<file path="src/rtl/vgd_pkg.sv">
package vgd_pkg;

    // Host I/O ports of the index/data pair
    localparam logic [15:0] IDX_PORT = 16'h03CE;
    localparam logic [15:0] DATA_PORT = 16'h03CF;

    // Register indices
    localparam logic [3:0] IDX_ROTATE = 4'h3;
    localparam logic [3:0] IDX_READ_MAP = 4'h4;
    localparam logic [3:0] IDX_MODE = 4'h5;
    localparam logic [3:0] IDX_MISC = 4'h6;

    // Writable bits; reserved bits read as zero
    localparam logic [7:0] INDEX_MASK = 8'h0F;
    localparam logic [7:0] ROT_MASK = 8'h1F;
    localparam logic [7:0] RMS_MASK = 8'h03;
    localparam logic [7:0] MODE_MASK = 8'h7B;
    localparam logic [7:0] MISC_MASK = 8'h0F;
    localparam logic [7:0] REG_RESET = 8'h00;

    // Field positions
    localparam int ROT_CNT_LSB = 0;
    localparam int FUNC_LSB = 3;
    localparam int RMS_LSB = 0;
    localparam int WMODE_LSB = 0;
    localparam int RDMODE_BIT = 3;
    localparam int OE_GFX_BIT = 4;
    localparam int SHIFT_FMT_BIT = 5;
    localparam int C256_BIT = 6;
    localparam int MISC_GFX_BIT = 0;
    localparam int MISC_OE_BIT = 1;
    localparam int MISC_MAP_LSB = 2;

    // Offset bit that replaces the low memory address bit in odd/even
    localparam int ODD_HI_BIT = 16;

    // CPU display windows
    localparam logic [19:0] WIN_A_BASE = 20'hA_0000;
    localparam logic [19:0] WIN_B_BASE = 20'hB_0000;
    localparam logic [19:0] WIN_B8_BASE = 20'hB_8000;
    localparam logic [19:0] SIZE_128K = 20'h2_0000;
    localparam logic [19:0] SIZE_64K = 20'h1_0000;
    localparam logic [19:0] SIZE_32K = 20'h0_8000;

    typedef enum logic [1:0] {FN_PASS, FN_AND, FN_OR, FN_XOR} vgd_func_t;
    typedef enum logic [1:0] {WM_0, WM_1, WM_2, WM_3} vgd_wmode_t;
    typedef enum logic [1:0] {WIN_128K, WIN_64K, WIN_32K_LO, WIN_32K_HI}
        vgd_win_t;

    // CPU memory request, one cycle
    typedef struct packed {
        logic rd;
        logic wr;
        logic [19:0] addr;
        logic [7:0] data;
    } vgd_cpu_req_t;

    // Command to the four display maps, one cycle
    typedef struct packed {
        logic rd;
        logic wr;
        logic [3:0] map_en;
        logic [15:0] addr;
        logic [31:0] data;
    } vgd_mem_cmd_t;

    // Registers held by neighbouring controllers
    typedef struct packed {
        logic [3:0] set_reset;
        logic [3:0] sr_enable;
        logic [3:0] color_cmp;
        logic [3:0] color_dc;
        logic [7:0] bit_mask;
        logic [3:0] map_mask;
        logic seq_chain4;
    } vgd_ext_regs_t;

endpackage

</file>
<file path="src/rtl/vgd_shifter.sv">
module vgd_shifter (
    input wire logic clk,
    input wire logic rst_n,
    input wire logic load,
    input wire logic dot_en,
    input wire logic [31:0] load_data,
    input wire logic mode256,
    input wire logic shift_fmt,
    output logic [7:0] pix
);

    typedef struct packed {
        logic [3:0][7:0] sr;
        logic [7:0] pix;
    } vgd_sh_state_t;

    vgd_sh_state_t st_r;
    vgd_sh_state_t st_nxt;

    // Even or odd bits of two map bytes, high map first
    function automatic logic [7:0] pick(input logic [7:0] hi,
                                        input logic [7:0] lo,
                                        input logic odd);
        logic [7:0] r;
        r = '0;
        for (int i = 0; i < 4; i++) begin
            r[4 + i] = hi[2 * i + int'(odd)];
            r[i] = lo[2 * i + int'(odd)];
        end
        return r;
    endfunction

    // Load beats shift; MSB leaves first in every format
    always_comb begin
        st_nxt = st_r;
        if (load) begin
            for (int k = 0; k < 4; k++) begin
                st_nxt.sr[k] = load_data[8 * k +: 8];
            end
            if (shift_fmt && !mode256) begin
                st_nxt.sr[0] = pick(load_data[7:0], load_data[15:8], 1'b0);
                st_nxt.sr[1] = pick(load_data[7:0], load_data[15:8], 1'b1);
                st_nxt.sr[2] = pick(load_data[23:16], load_data[31:24],
                                    1'b0);
                st_nxt.sr[3] = pick(load_data[23:16], load_data[31:24],
                                    1'b1);
            end
        end else if (dot_en) begin
            if (mode256) begin
                for (int k = 0; k < 4; k++) begin
                    st_nxt.pix[2 * k +: 2] = st_r.sr[k][7:6];
                    st_nxt.sr[k] = {st_r.sr[k][5:0], 2'b00};
                end
            end else begin
                st_nxt.pix = 8'h00;
                for (int k = 0; k < 4; k++) begin
                    st_nxt.pix[k] = st_r.sr[k][7];
                    st_nxt.sr[k] = {st_r.sr[k][6:0], 1'b0};
                end
            end
        end
    end

    always_ff @(posedge clk or negedge rst_n) begin
        if (!rst_n) begin
            st_r <= '0;
        end else begin
            st_r <= st_nxt;
        end
    end

    assign pix = st_r.pix;
endmodule

</file>
<file path="src/rtl/vgd_datapath.sv">
module vgd_datapath (
    input wire logic clk,
    input wire logic rst_n,
    input wire logic [15:0] io_addr,
    input wire logic io_wr,
    input wire logic io_rd,
    input wire logic [7:0] io_wdata,
    output logic [7:0] io_rdata,
    input vgd_pkg::vgd_ext_regs_t ext,
    input vgd_pkg::vgd_cpu_req_t cpu_req,
    output logic cpu_hit,
    output logic [7:0] cpu_rdata,
    output logic cpu_rd_valid,
    output vgd_pkg::vgd_mem_cmd_t mem_cmd,
    input wire logic [31:0] mem_rdata,
    output logic memory_addr_bit_zero,
    input wire logic vid_load,
    input wire logic vid_dot_en,
    input wire logic [31:0] vid_load_data,
    input wire logic [95:0] palette_flat,
    input wire logic [3:0] attr_color_sel,
    output logic [5:0] pixel_out_low_six,
    output logic pixel_out_bit_six,
    output logic pixel_out_bit_seven,
    output logic gfx_mode_sel
);

    typedef struct packed {
        logic [3:0] index;
        logic [7:0] rotate;
        logic [7:0] read_map;
        logic [7:0] mode;
        logic [7:0] misc;
        logic [31:0] latch;
        logic [7:0] io_rdata;
        logic [7:0] cpu_rdata;
        logic rd_valid;
        logic [1:0] rd_map;
        logic rd_cmp;
        vgd_pkg::vgd_mem_cmd_t mem;
        logic [7:0] pix;
    } vgd_dp_state_t;

    vgd_dp_state_t st_r;
    vgd_dp_state_t st_nxt;
    logic [7:0] sh_pix;

    // Right rotate with wrap of the low bits
    function automatic logic [7:0] ror8(input logic [7:0] d,
                                        input logic [2:0] n);
        return 8'((({d, d}) >> n));
    endfunction

    // Byte of one map out of the 32-bit map word
    function automatic logic [7:0] map_byte(input logic [31:0] w,
                                            input logic [1:0] k);
        return w[8 * k +: 8];
    endfunction

    // Colour compare across the four maps
    function automatic logic [7:0] cmp_fn(input logic [31:0] w,
                                          input logic [3:0] cc,
                                          input logic [3:0] dc);
        logic [7:0] r;
        r = 8'hFF;
        for (int k = 0; k < 4; k++) begin
            if (dc[k]) begin
                r = r & ~(w[8 * k +: 8] ^ {8{cc[k]}});
            end
        end
        return r;
    endfunction

    // Window decode: {hit, offset}
    function automatic logic [17:0] win_fn(input logic [19:0] a,
                                           input logic [1:0] sel);
        logic [19:0] base;
        logic [19:0] size;
        logic [19:0] off;
        base = vgd_pkg::WIN_A_BASE;
        size = vgd_pkg::SIZE_128K;
        case (vgd_pkg::vgd_win_t'(sel))
            vgd_pkg::WIN_128K: begin
                size = vgd_pkg::SIZE_128K;
            end
            vgd_pkg::WIN_64K: begin
                size = vgd_pkg::SIZE_64K;
            end
            vgd_pkg::WIN_32K_LO: begin
                base = vgd_pkg::WIN_B_BASE;
                size = vgd_pkg::SIZE_32K;
            end
            default: begin
                base = vgd_pkg::WIN_B8_BASE;
                size = vgd_pkg::SIZE_32K;
            end
        endcase
        off = a - base;
        return {(a >= base) && (off < size), off[16:0]};
    endfunction

    // Decoded fields
    logic [2:0] rot_cnt;
    vgd_pkg::vgd_func_t func;
    vgd_pkg::vgd_wmode_t wmode;
    logic odd_even;
    logic [17:0] win;
    logic [16:0] off;
    logic [7:0] cpu_rot;
    logic io_idx_sel;
    logic io_dat_sel;

    assign rot_cnt = st_r.rotate[vgd_pkg::ROT_CNT_LSB +: 3];
    assign func = vgd_pkg::vgd_func_t'(st_r.rotate[vgd_pkg::FUNC_LSB +: 2]);
    assign wmode = vgd_pkg::vgd_wmode_t'(
        st_r.mode[vgd_pkg::WMODE_LSB +: 2]);
    assign odd_even = st_r.mode[vgd_pkg::OE_GFX_BIT] |
                      st_r.misc[vgd_pkg::MISC_OE_BIT];
    assign win = win_fn(cpu_req.addr, st_r.misc[vgd_pkg::MISC_MAP_LSB +: 2]);
    assign off = win[16:0];
    assign cpu_hit = win[17];
    assign cpu_rot = ror8(cpu_req.data, rot_cnt);
    assign io_idx_sel = io_addr == vgd_pkg::IDX_PORT;
    assign io_dat_sel = io_addr == vgd_pkg::DATA_PORT;

    // New map data for a CPU write, merged with the latches
    logic [31:0] wr_data;
    always_comb begin
        logic [7:0] src;
        logic [7:0] alu;
        logic [7:0] mask;
        logic [7:0] lat;
        wr_data = st_r.latch;
        src = 8'h00;
        alu = 8'h00;
        mask = 8'h00;
        lat = 8'h00;
        for (int k = 0; k < 4; k++) begin
            lat = st_r.latch[8 * k +: 8];
            mask = ext.bit_mask;
            case (wmode)
                vgd_pkg::WM_0: begin
                    src = ext.sr_enable[k] ? {8{ext.set_reset[k]}}
                                           : cpu_rot;
                end
                vgd_pkg::WM_2: begin
                    src = {8{cpu_req.data[k]}};
                end
                vgd_pkg::WM_3: begin
                    src = {8{ext.set_reset[k]}};
                    mask = cpu_rot & ext.bit_mask;
                end
                default: begin
                    src = lat;
                    mask = 8'hFF;
                end
            endcase
            alu = src;
            if (wmode == vgd_pkg::WM_0 || wmode == vgd_pkg::WM_2) begin
                case (func)
                    vgd_pkg::FN_AND: alu = src & lat;
                    vgd_pkg::FN_OR: alu = src | lat;
                    vgd_pkg::FN_XOR: alu = src ^ lat;
                    default: alu = src;
                endcase
            end
            wr_data[8 * k +: 8] = (alu & mask) | (lat & ~mask);
        end
    end

    // Map enables and memory address for the CPU access
    logic [3:0] acc_maps;
    logic [15:0] acc_addr;
    logic [1:0] acc_rd_map;
    always_comb begin
        acc_maps = ext.map_mask;
        acc_addr = off[15:0];
        acc_rd_map = st_r.read_map[vgd_pkg::RMS_LSB +: 2];
        if (ext.seq_chain4) begin
            acc_maps = ext.map_mask & (4'h1 << off[1:0]);
            acc_rd_map = off[1:0];
        end else if (odd_even) begin
            // Even offsets hit maps 0/2, odd ones maps 1/3
            acc_maps = ext.map_mask & (off[0] ? 4'hA : 4'h5);
            acc_addr = {off[15:1], off[vgd_pkg::ODD_HI_BIT]};
            acc_rd_map = {st_r.read_map[vgd_pkg::RMS_LSB + 1], off[0]};
        end
    end

    // Register read-back, reserved bits zero
    function automatic logic [7:0] reg_read(input vgd_dp_state_t s);
        logic [7:0] r;
        r = 8'h00;
        if (s.index == vgd_pkg::IDX_ROTATE) begin
            r = s.rotate;
        end else if (s.index == vgd_pkg::IDX_READ_MAP) begin
            r = s.read_map;
        end else if (s.index == vgd_pkg::IDX_MODE) begin
            r = s.mode;
        end else if (s.index == vgd_pkg::IDX_MISC) begin
            r = s.misc;
        end
        return r;
    endfunction

    // Next state: host port, CPU access, read return, pixel path
    always_comb begin
        st_nxt = st_r;
        st_nxt.rd_valid = 1'b0;
        st_nxt.mem.rd = 1'b0;
        st_nxt.mem.wr = 1'b0;
        // Index/data port pair; unlisted indices read zero
        if (io_wr && io_idx_sel) begin
            st_nxt.index = io_wdata[3:0] & vgd_pkg::INDEX_MASK[3:0];
        end else if (io_wr && io_dat_sel) begin
            if (st_r.index == vgd_pkg::IDX_ROTATE) begin
                st_nxt.rotate = io_wdata & vgd_pkg::ROT_MASK;
            end else if (st_r.index == vgd_pkg::IDX_READ_MAP) begin
                st_nxt.read_map = io_wdata & vgd_pkg::RMS_MASK;
            end else if (st_r.index == vgd_pkg::IDX_MODE) begin
                st_nxt.mode = io_wdata & vgd_pkg::MODE_MASK;
            end else if (st_r.index == vgd_pkg::IDX_MISC) begin
                st_nxt.misc = io_wdata & vgd_pkg::MISC_MASK;
            end
        end
        if (io_rd && io_idx_sel) begin
            st_nxt.io_rdata = {4'h0, st_r.index};
        end else if (io_rd && io_dat_sel) begin
            st_nxt.io_rdata = reg_read(st_r);
        end
        // A miss outside the window issues nothing
        if (cpu_hit && cpu_req.wr) begin
            st_nxt.mem.wr = 1'b1;
            st_nxt.mem.map_en = acc_maps;
            st_nxt.mem.addr = acc_addr;
            st_nxt.mem.data = wr_data;
        end else if (cpu_hit && cpu_req.rd) begin
            st_nxt.mem.rd = 1'b1;
            st_nxt.mem.map_en = acc_maps;
            st_nxt.mem.addr = acc_addr;
            st_nxt.rd_map = acc_rd_map;
            st_nxt.rd_cmp = st_r.mode[vgd_pkg::RDMODE_BIT];
        end
        // Maps answer during the command cycle
        if (st_r.mem.rd) begin
            st_nxt.latch = mem_rdata;
            st_nxt.rd_valid = 1'b1;
            st_nxt.cpu_rdata = st_r.rd_cmp ?
                cmp_fn(mem_rdata, ext.color_cmp, ext.color_dc) :
                map_byte(mem_rdata, st_r.rd_map);
        end
        // Palette applies only outside 256-colour mode
        if (st_r.mode[vgd_pkg::C256_BIT]) begin
            st_nxt.pix = sh_pix;
        end else begin
            st_nxt.pix = {attr_color_sel[3:2],
                          palette_flat[6 * sh_pix[3:0] +: 6]};
        end
    end

    always_ff @(posedge clk or negedge rst_n) begin
        if (!rst_n) begin
            st_r <= '0;
        end else begin
            st_r <= st_nxt;
        end
    end

    vgd_shifter u_shifter (
        .clk(clk),
        .rst_n(rst_n),
        .load(vid_load),
        .dot_en(vid_dot_en),
        .load_data(vid_load_data),
        .mode256(st_r.mode[vgd_pkg::C256_BIT]),
        .shift_fmt(st_r.mode[vgd_pkg::SHIFT_FMT_BIT]),
        .pix(sh_pix)
    );

    // Outputs straight from flip-flops
    assign io_rdata = st_r.io_rdata;
    assign cpu_rdata = st_r.cpu_rdata;
    assign cpu_rd_valid = st_r.rd_valid;
    assign mem_cmd = st_r.mem;
    assign memory_addr_bit_zero = st_r.mem.addr[0];
    assign pixel_out_low_six = st_r.pix[5:0];
    assign pixel_out_bit_six = st_r.pix[6];
    assign pixel_out_bit_seven = st_r.pix[7];
    assign gfx_mode_sel = st_r.misc[vgd_pkg::MISC_GFX_BIT];
endmodule

</file>
<file path="config.mk">
export PLATFORM = sky130hd
export DESIGN_NAME = vgd_datapath
export DESIGN_NICKNAME = d
export VERILOG_FILES = /design/src/rtl/vgd_pkg.sv /design/src/rtl/vgd_shifter.sv /design/src/rtl/vgd_datapath.sv
export SDC_FILE = /design/constraint.sdc
export NUM_CORES = 1
export LEC_CHECK = 0
export BUFFER_PORTS_ARGS = -buffer_cell sky130_fd_sc_hd__buf_2
export CORE_ASPECT_RATIO = 1.5
export CORE_MARGIN = 5
export CORE_UTILIZATION = 41
export CTS_BUF_LIST = sky130_fd_sc_hd__clkbuf_8 sky130_fd_sc_hd__clkbuf_16
export DETAILED_ROUTE_END_ITERATION = 8
export PLACE_DENSITY_LB_ADDON = 0.15
export SYNTH_ARGS = -nofsm -noshare
export SYNTH_HDL_FRONTEND = slang
export SYNTH_SLANG_ARGS = --single-unit
</file>
<file path="constraint.sdc">
create_clock -name clk -period 3.2 [get_ports clk]
set_input_delay 0.16 -clock clk [delete_from_list [all_inputs] [get_ports clk]]
set_output_delay 0.16 -clock clk [all_outputs]
set_load 0.05 [all_outputs]
</file>
==> qor.tcl <==
set qor(antenna_left) 0
set qor(dieWidth_um) 157
set qor(period_share) 0.939
set qor(clock_root_buffer_master) {sky130_fd_sc_hd__clkbuf_16}
set qor(max_cap_viol_count) 0
set qor(final_util) 0.502
set qor(critical_path_required_ns) 3.04
set qor(ys_seq_elements) 174
set qor(cts_max_path_buffers) 2
set qor(finalWorstPathRequiredPeriod_ns) 3.01
set qor(post_synthesis_share_of_cell_area_spent_on_full_adders_half_adders_and_majority_gates) 0.0355
set qor(critical_path_class) {register to output pin}
set qor(port_buffers) 330
set qor(grt_max_degree) 88
set qor(htree_num_levels) 4
set qor(pwr_density_cell_mw_per_mm2) 525
set qor(stdcell_area_mm2) 0.0160
set qor(route.detailed.drc) 0
set qor(cts_buffers) 17
set qor(fin_total_pwr_mw) 8.41
set qor(avgSynthCellArea_um2) 9.87
set qor(netlist-cell-type-count) 69
set qor(dpl-instance-area_mm2) 0.0149
set qor(detailedRoute.firstIterationViolations) 593
set qor(worst-slew-pin-transition_ns) 0.995
set qor(final-setup-viol-count) 0
set qor(setup.worst_path.end_class) {output pin}
set qor(synth_top_area_cell) {sky130_fd_sc_hd__dfrtp_1}
set qor(synth.top_cell.area_share) 0.328
set qor(maxSlewViolCount) 0
set qor(worstPathMaxFanout) 3
set qor(grt.total_usage) 0.237
set qor(synth_compound_area_frac) 0.201
set qor(worst_skew_pair.late_latency_ns) 0.45
set qor(hp-class) {input port to register}
set qor(run_status) {completed}
set qor(globalRoute.totalOverflow) 0
set qor(worst_r2r_endpoint) {mem_cmd[18]}
set qor(crit_path_start_kind) {register}
set qor(antenna_found_initial) 8
set qor(timing.rr.start) {st_r[116]}
set qor(synthToLayoutAreaGrowth_pct) 20.8
set qor(post_synth_inst_count) 1345
set qor(timing.reg2reg.setup_slack_ns) 0.23
set qor(drt-total-wl_um) 43000
set qor(cts.sink_count) 174
set qor(detailroute.via_count) 11606
set qor(core.rowCount) 80
set qor(routedWlPerCell_um) 21.0
set qor(firstDrtPassIters) 6
set qor(first_global_vias) 12168
set qor(die-height_um) 230
set qor(synth_fp_nets) 1635
set qor(library_cell_with_the_highest_instance_count_after_synthesis) {sky130_fd_sc_hd__dfrtp_1}
set qor(timing.hold.worst_endpoint) {u_shifter.st_r[35]}
set qor(synthMuxAreaShare) 0.229
set qor(synth_xor_xnor_area_share) 0.0218
set qor(clk_transition_reported_paths_ns) 0.07
set qor(hold_path_startpoint) {vid_load_data[31]}
set qor(relSlewSlack) 0.337
set qor(io_pins) 335
set qor(max_freq_mhz) 333
set qor(post_synth_and_or_nand_nor_area_fraction) 0.108
set qor(synth.area.top_cells) {sky130_fd_sc_hd__dfrtp_1, sky130_fd_sc_hd__mux2_2, sky130_fd_sc_hd__mux2i_1}
set qor(min_delay_path_depth) 3
set qor(detail_route.vias_per_cell) 5.66
set qor(finalWeightedCongestion) 0.852
set qor(mapped_cell_area_mm2) 0.0133
set qor(rsz0062_at_grt) {false}
set qor(endpoints_failing_hold) 0
set qor(die-area_mm2) 0.0361
set qor(synth-seq-area-share) 0.328
set qor(clock_tree_from_tritoncts) {done}
set qor(grt_pass1_wl_um) 66500
set qor(vdd_drop_max_uv) 388
set qor(layout.nets) 1913
set qor(place_hpwl_um) 33000
set qor(largest_family_of_logic_cells_by_synthesized_area) {multiplexers}
set qor(synth-edff-count) 0
set qor(final.setup_skew_ns) 0.0108
set qor(synth-async-reset-ratio) 1.00
set qor(core_region_area_mm2) 0.0319
set qor(arrival_ns) 2.85
set qor(cellLeakagePower_nw) 7.01
set qor(initial_cell_density_of_the_core) 0.416
set qor(fin_tns_setup_ns) 0
set qor(most_common_flop_cell_mapped_by_yosys) {sky130_fd_sc_hd__dfrtp_1}
set qor(ys_warn_count) 0
set qor(synth.cells.most_frequent) {sky130_fd_sc_hd__dfrtp_1, sky130_fd_sc_hd__nor2_1, sky130_fd_sc_hd__mux2i_1}
set qor(reg2regPathDepth) 12
set qor(drive_above_1_share) 0.345
set qor(nFillCells) 2982
-- flip-flops by register name, summed over array words and instances, names as in the netlist --
register             flops
gfx_mode_sel             1
st_r                    50
cpu_rdata                8
mem_cmd                 54
pixel_out_bit_seven      1
u_shifter.pix            8
cpu_rd_valid             1
rot_cnt                  3
pixel_out_low_six        6
u_shifter.st_r          32
func                     2
pixel_out_bit_six        1
io_rdata                 7
-- layer usage --
| metal | wire (um) | global-route usage |
|---|---|---|
| met2 | 23100 | 0.440 |
| met4 | 2370 | 0.118 |
| met3 | 2640 | 0.0577 |
| met1 | 14900 | 0.243 |
| met5 | 35 | 0 |
-- power breakdown --
part / switching (mW) / leakage, nW / internal, mW
sequential: 0.527 / 2.15 / 2.66
clock: 0.968 / 0.275 / 1.03
combinational: 2.03 / 4.59 / 1.21
-- per-stage QoR --
| step | cells | hold slack, ns | setup WS, ns |
|---|---|---|---|
| final | 2052 | 0.0281 | 0.194 |
| after global routing | 2046 | 0.0161 | 0.0181 |
| after global placement | 1956 | 0.296 | 0.140 |
| after detailed placement | 1956 | 0.309 | 0.116 |
| after floorplan | 1345 | -0.136 | 0.138 |
| after CTS | 2045 | 0.00180 | 0.0859 |
-- what timing repair did --
action	in CTS	in global routing
setup buffers	0	1
endpoints found under the hold margin	140	0
endpoints found under the setup margin	0	14
hold buffers	57	0
resized for setup	0	4
-- worst max path at each step --
stage | from | to | cells after the start
6_report | st_r[116] | cpu_hit | 9
3_5_place_dp | rot_cnt[0] | mem_cmd[22] | 11
2_1_floorplan | st_r[116] | mem_cmd[41] | 11
4_1_cts | rot_cnt[0] | mem_cmd[22] | 11
5_1_grt | st_r[116] | mem_cmd[26] | 12
3_3_place_gp | rot_cnt[0] | mem_cmd[22] | 11
-- cell type report --
class / count / area (um^2) / share of cell area
multi-input cells: 991 / 7930 / 0.494
flip-flops and latches: 174 / 4360 / 0.272
repair buffers: 431 / 2630 / 0.164
well taps: 410 / 513 / 0.0320
clock buffers: 18 / 439 / 0.0274
clock inverters: 14 / 113 / 0.00703
inverters: 8 / 30.0 / 0.00187
diodes: 6 / 15.0 / 0.000937
-- kinds of logic (layout without fill, tap and decap cells) --
family                   after synthesis  count (layout)
XOR/XNOR                              33              33
flip-flops                           174             174
multiplexers                         237             237
other                                  1               7
AO/OA/AOI/OAI                        393             393
buffers and inverters                180             471
AND/OR/NAND/NOR                      290             290
adder cells (fa/ha/maj)               37              37
-- worst max-delay path, stage by stage (launching register included) --
cell and delay [ns]:
sky130_fd_sc_hd__dfrtp_1 0.38, sky130_fd_sc_hd__and2_1 0.16, sky130_fd_sc_hd__ha_1 0.19, sky130_fd_sc_hd__inv_1 0.08, sky130_fd_sc_hd__fa_1 0.44, sky130_fd_sc_hd__ha_1 0.28
sky130_fd_sc_hd__a21boi_0 0.12, sky130_fd_sc_hd__o21ai_1 0.17, sky130_fd_sc_hd__and4bb_2 0.28, sky130_fd_sc_hd__buf_2 0.29
-- cell usage in the layout, fill, tap and decap left out, types with 8 or more instances in the layout --
| master | n |
|---|---|
| sky130_fd_sc_hd__o21ai_0 | 81 |
| sky130_fd_sc_hd__buf_4 | 38 |
| sky130_fd_sc_hd__nor3_1 | 8 |
| sky130_fd_sc_hd__buf_2 | 329 |
| sky130_fd_sc_hd__mux4_2 | 42 |
| sky130_fd_sc_hd__a22o_1 | 15 |
| sky130_fd_sc_hd__mux2i_1 | 99 |
| sky130_fd_sc_hd__inv_1 | 9 |
| sky130_fd_sc_hd__nand2b_1 | 13 |
| sky130_fd_sc_hd__nand2_1 | 64 |
| sky130_fd_sc_hd__o22a_1 | 18 |
| sky130_fd_sc_hd__a221oi_1 | 15 |
| sky130_fd_sc_hd__dlygate4sd3_1 | 57 |
| sky130_fd_sc_hd__mux2_2 | 89 |
| sky130_fd_sc_hd__a211oi_1 | 51 |
| sky130_fd_sc_hd__dfrtp_1 | 171 |
| sky130_fd_sc_hd__o31ai_1 | 21 |
| sky130_fd_sc_hd__a21oi_1 | 87 |
| sky130_fd_sc_hd__a21o_1 | 31 |
| sky130_fd_sc_hd__o21a_1 | 29 |
| sky130_fd_sc_hd__nor2_1 | 100 |
| sky130_fd_sc_hd__ha_1 | 36 |
| sky130_fd_sc_hd__nor2b_1 | 62 |
| sky130_fd_sc_hd__clkbuf_16 | 17 |
| sky130_fd_sc_hd__xor2_1 | 33 |
(Power assumes the default switching activity.)
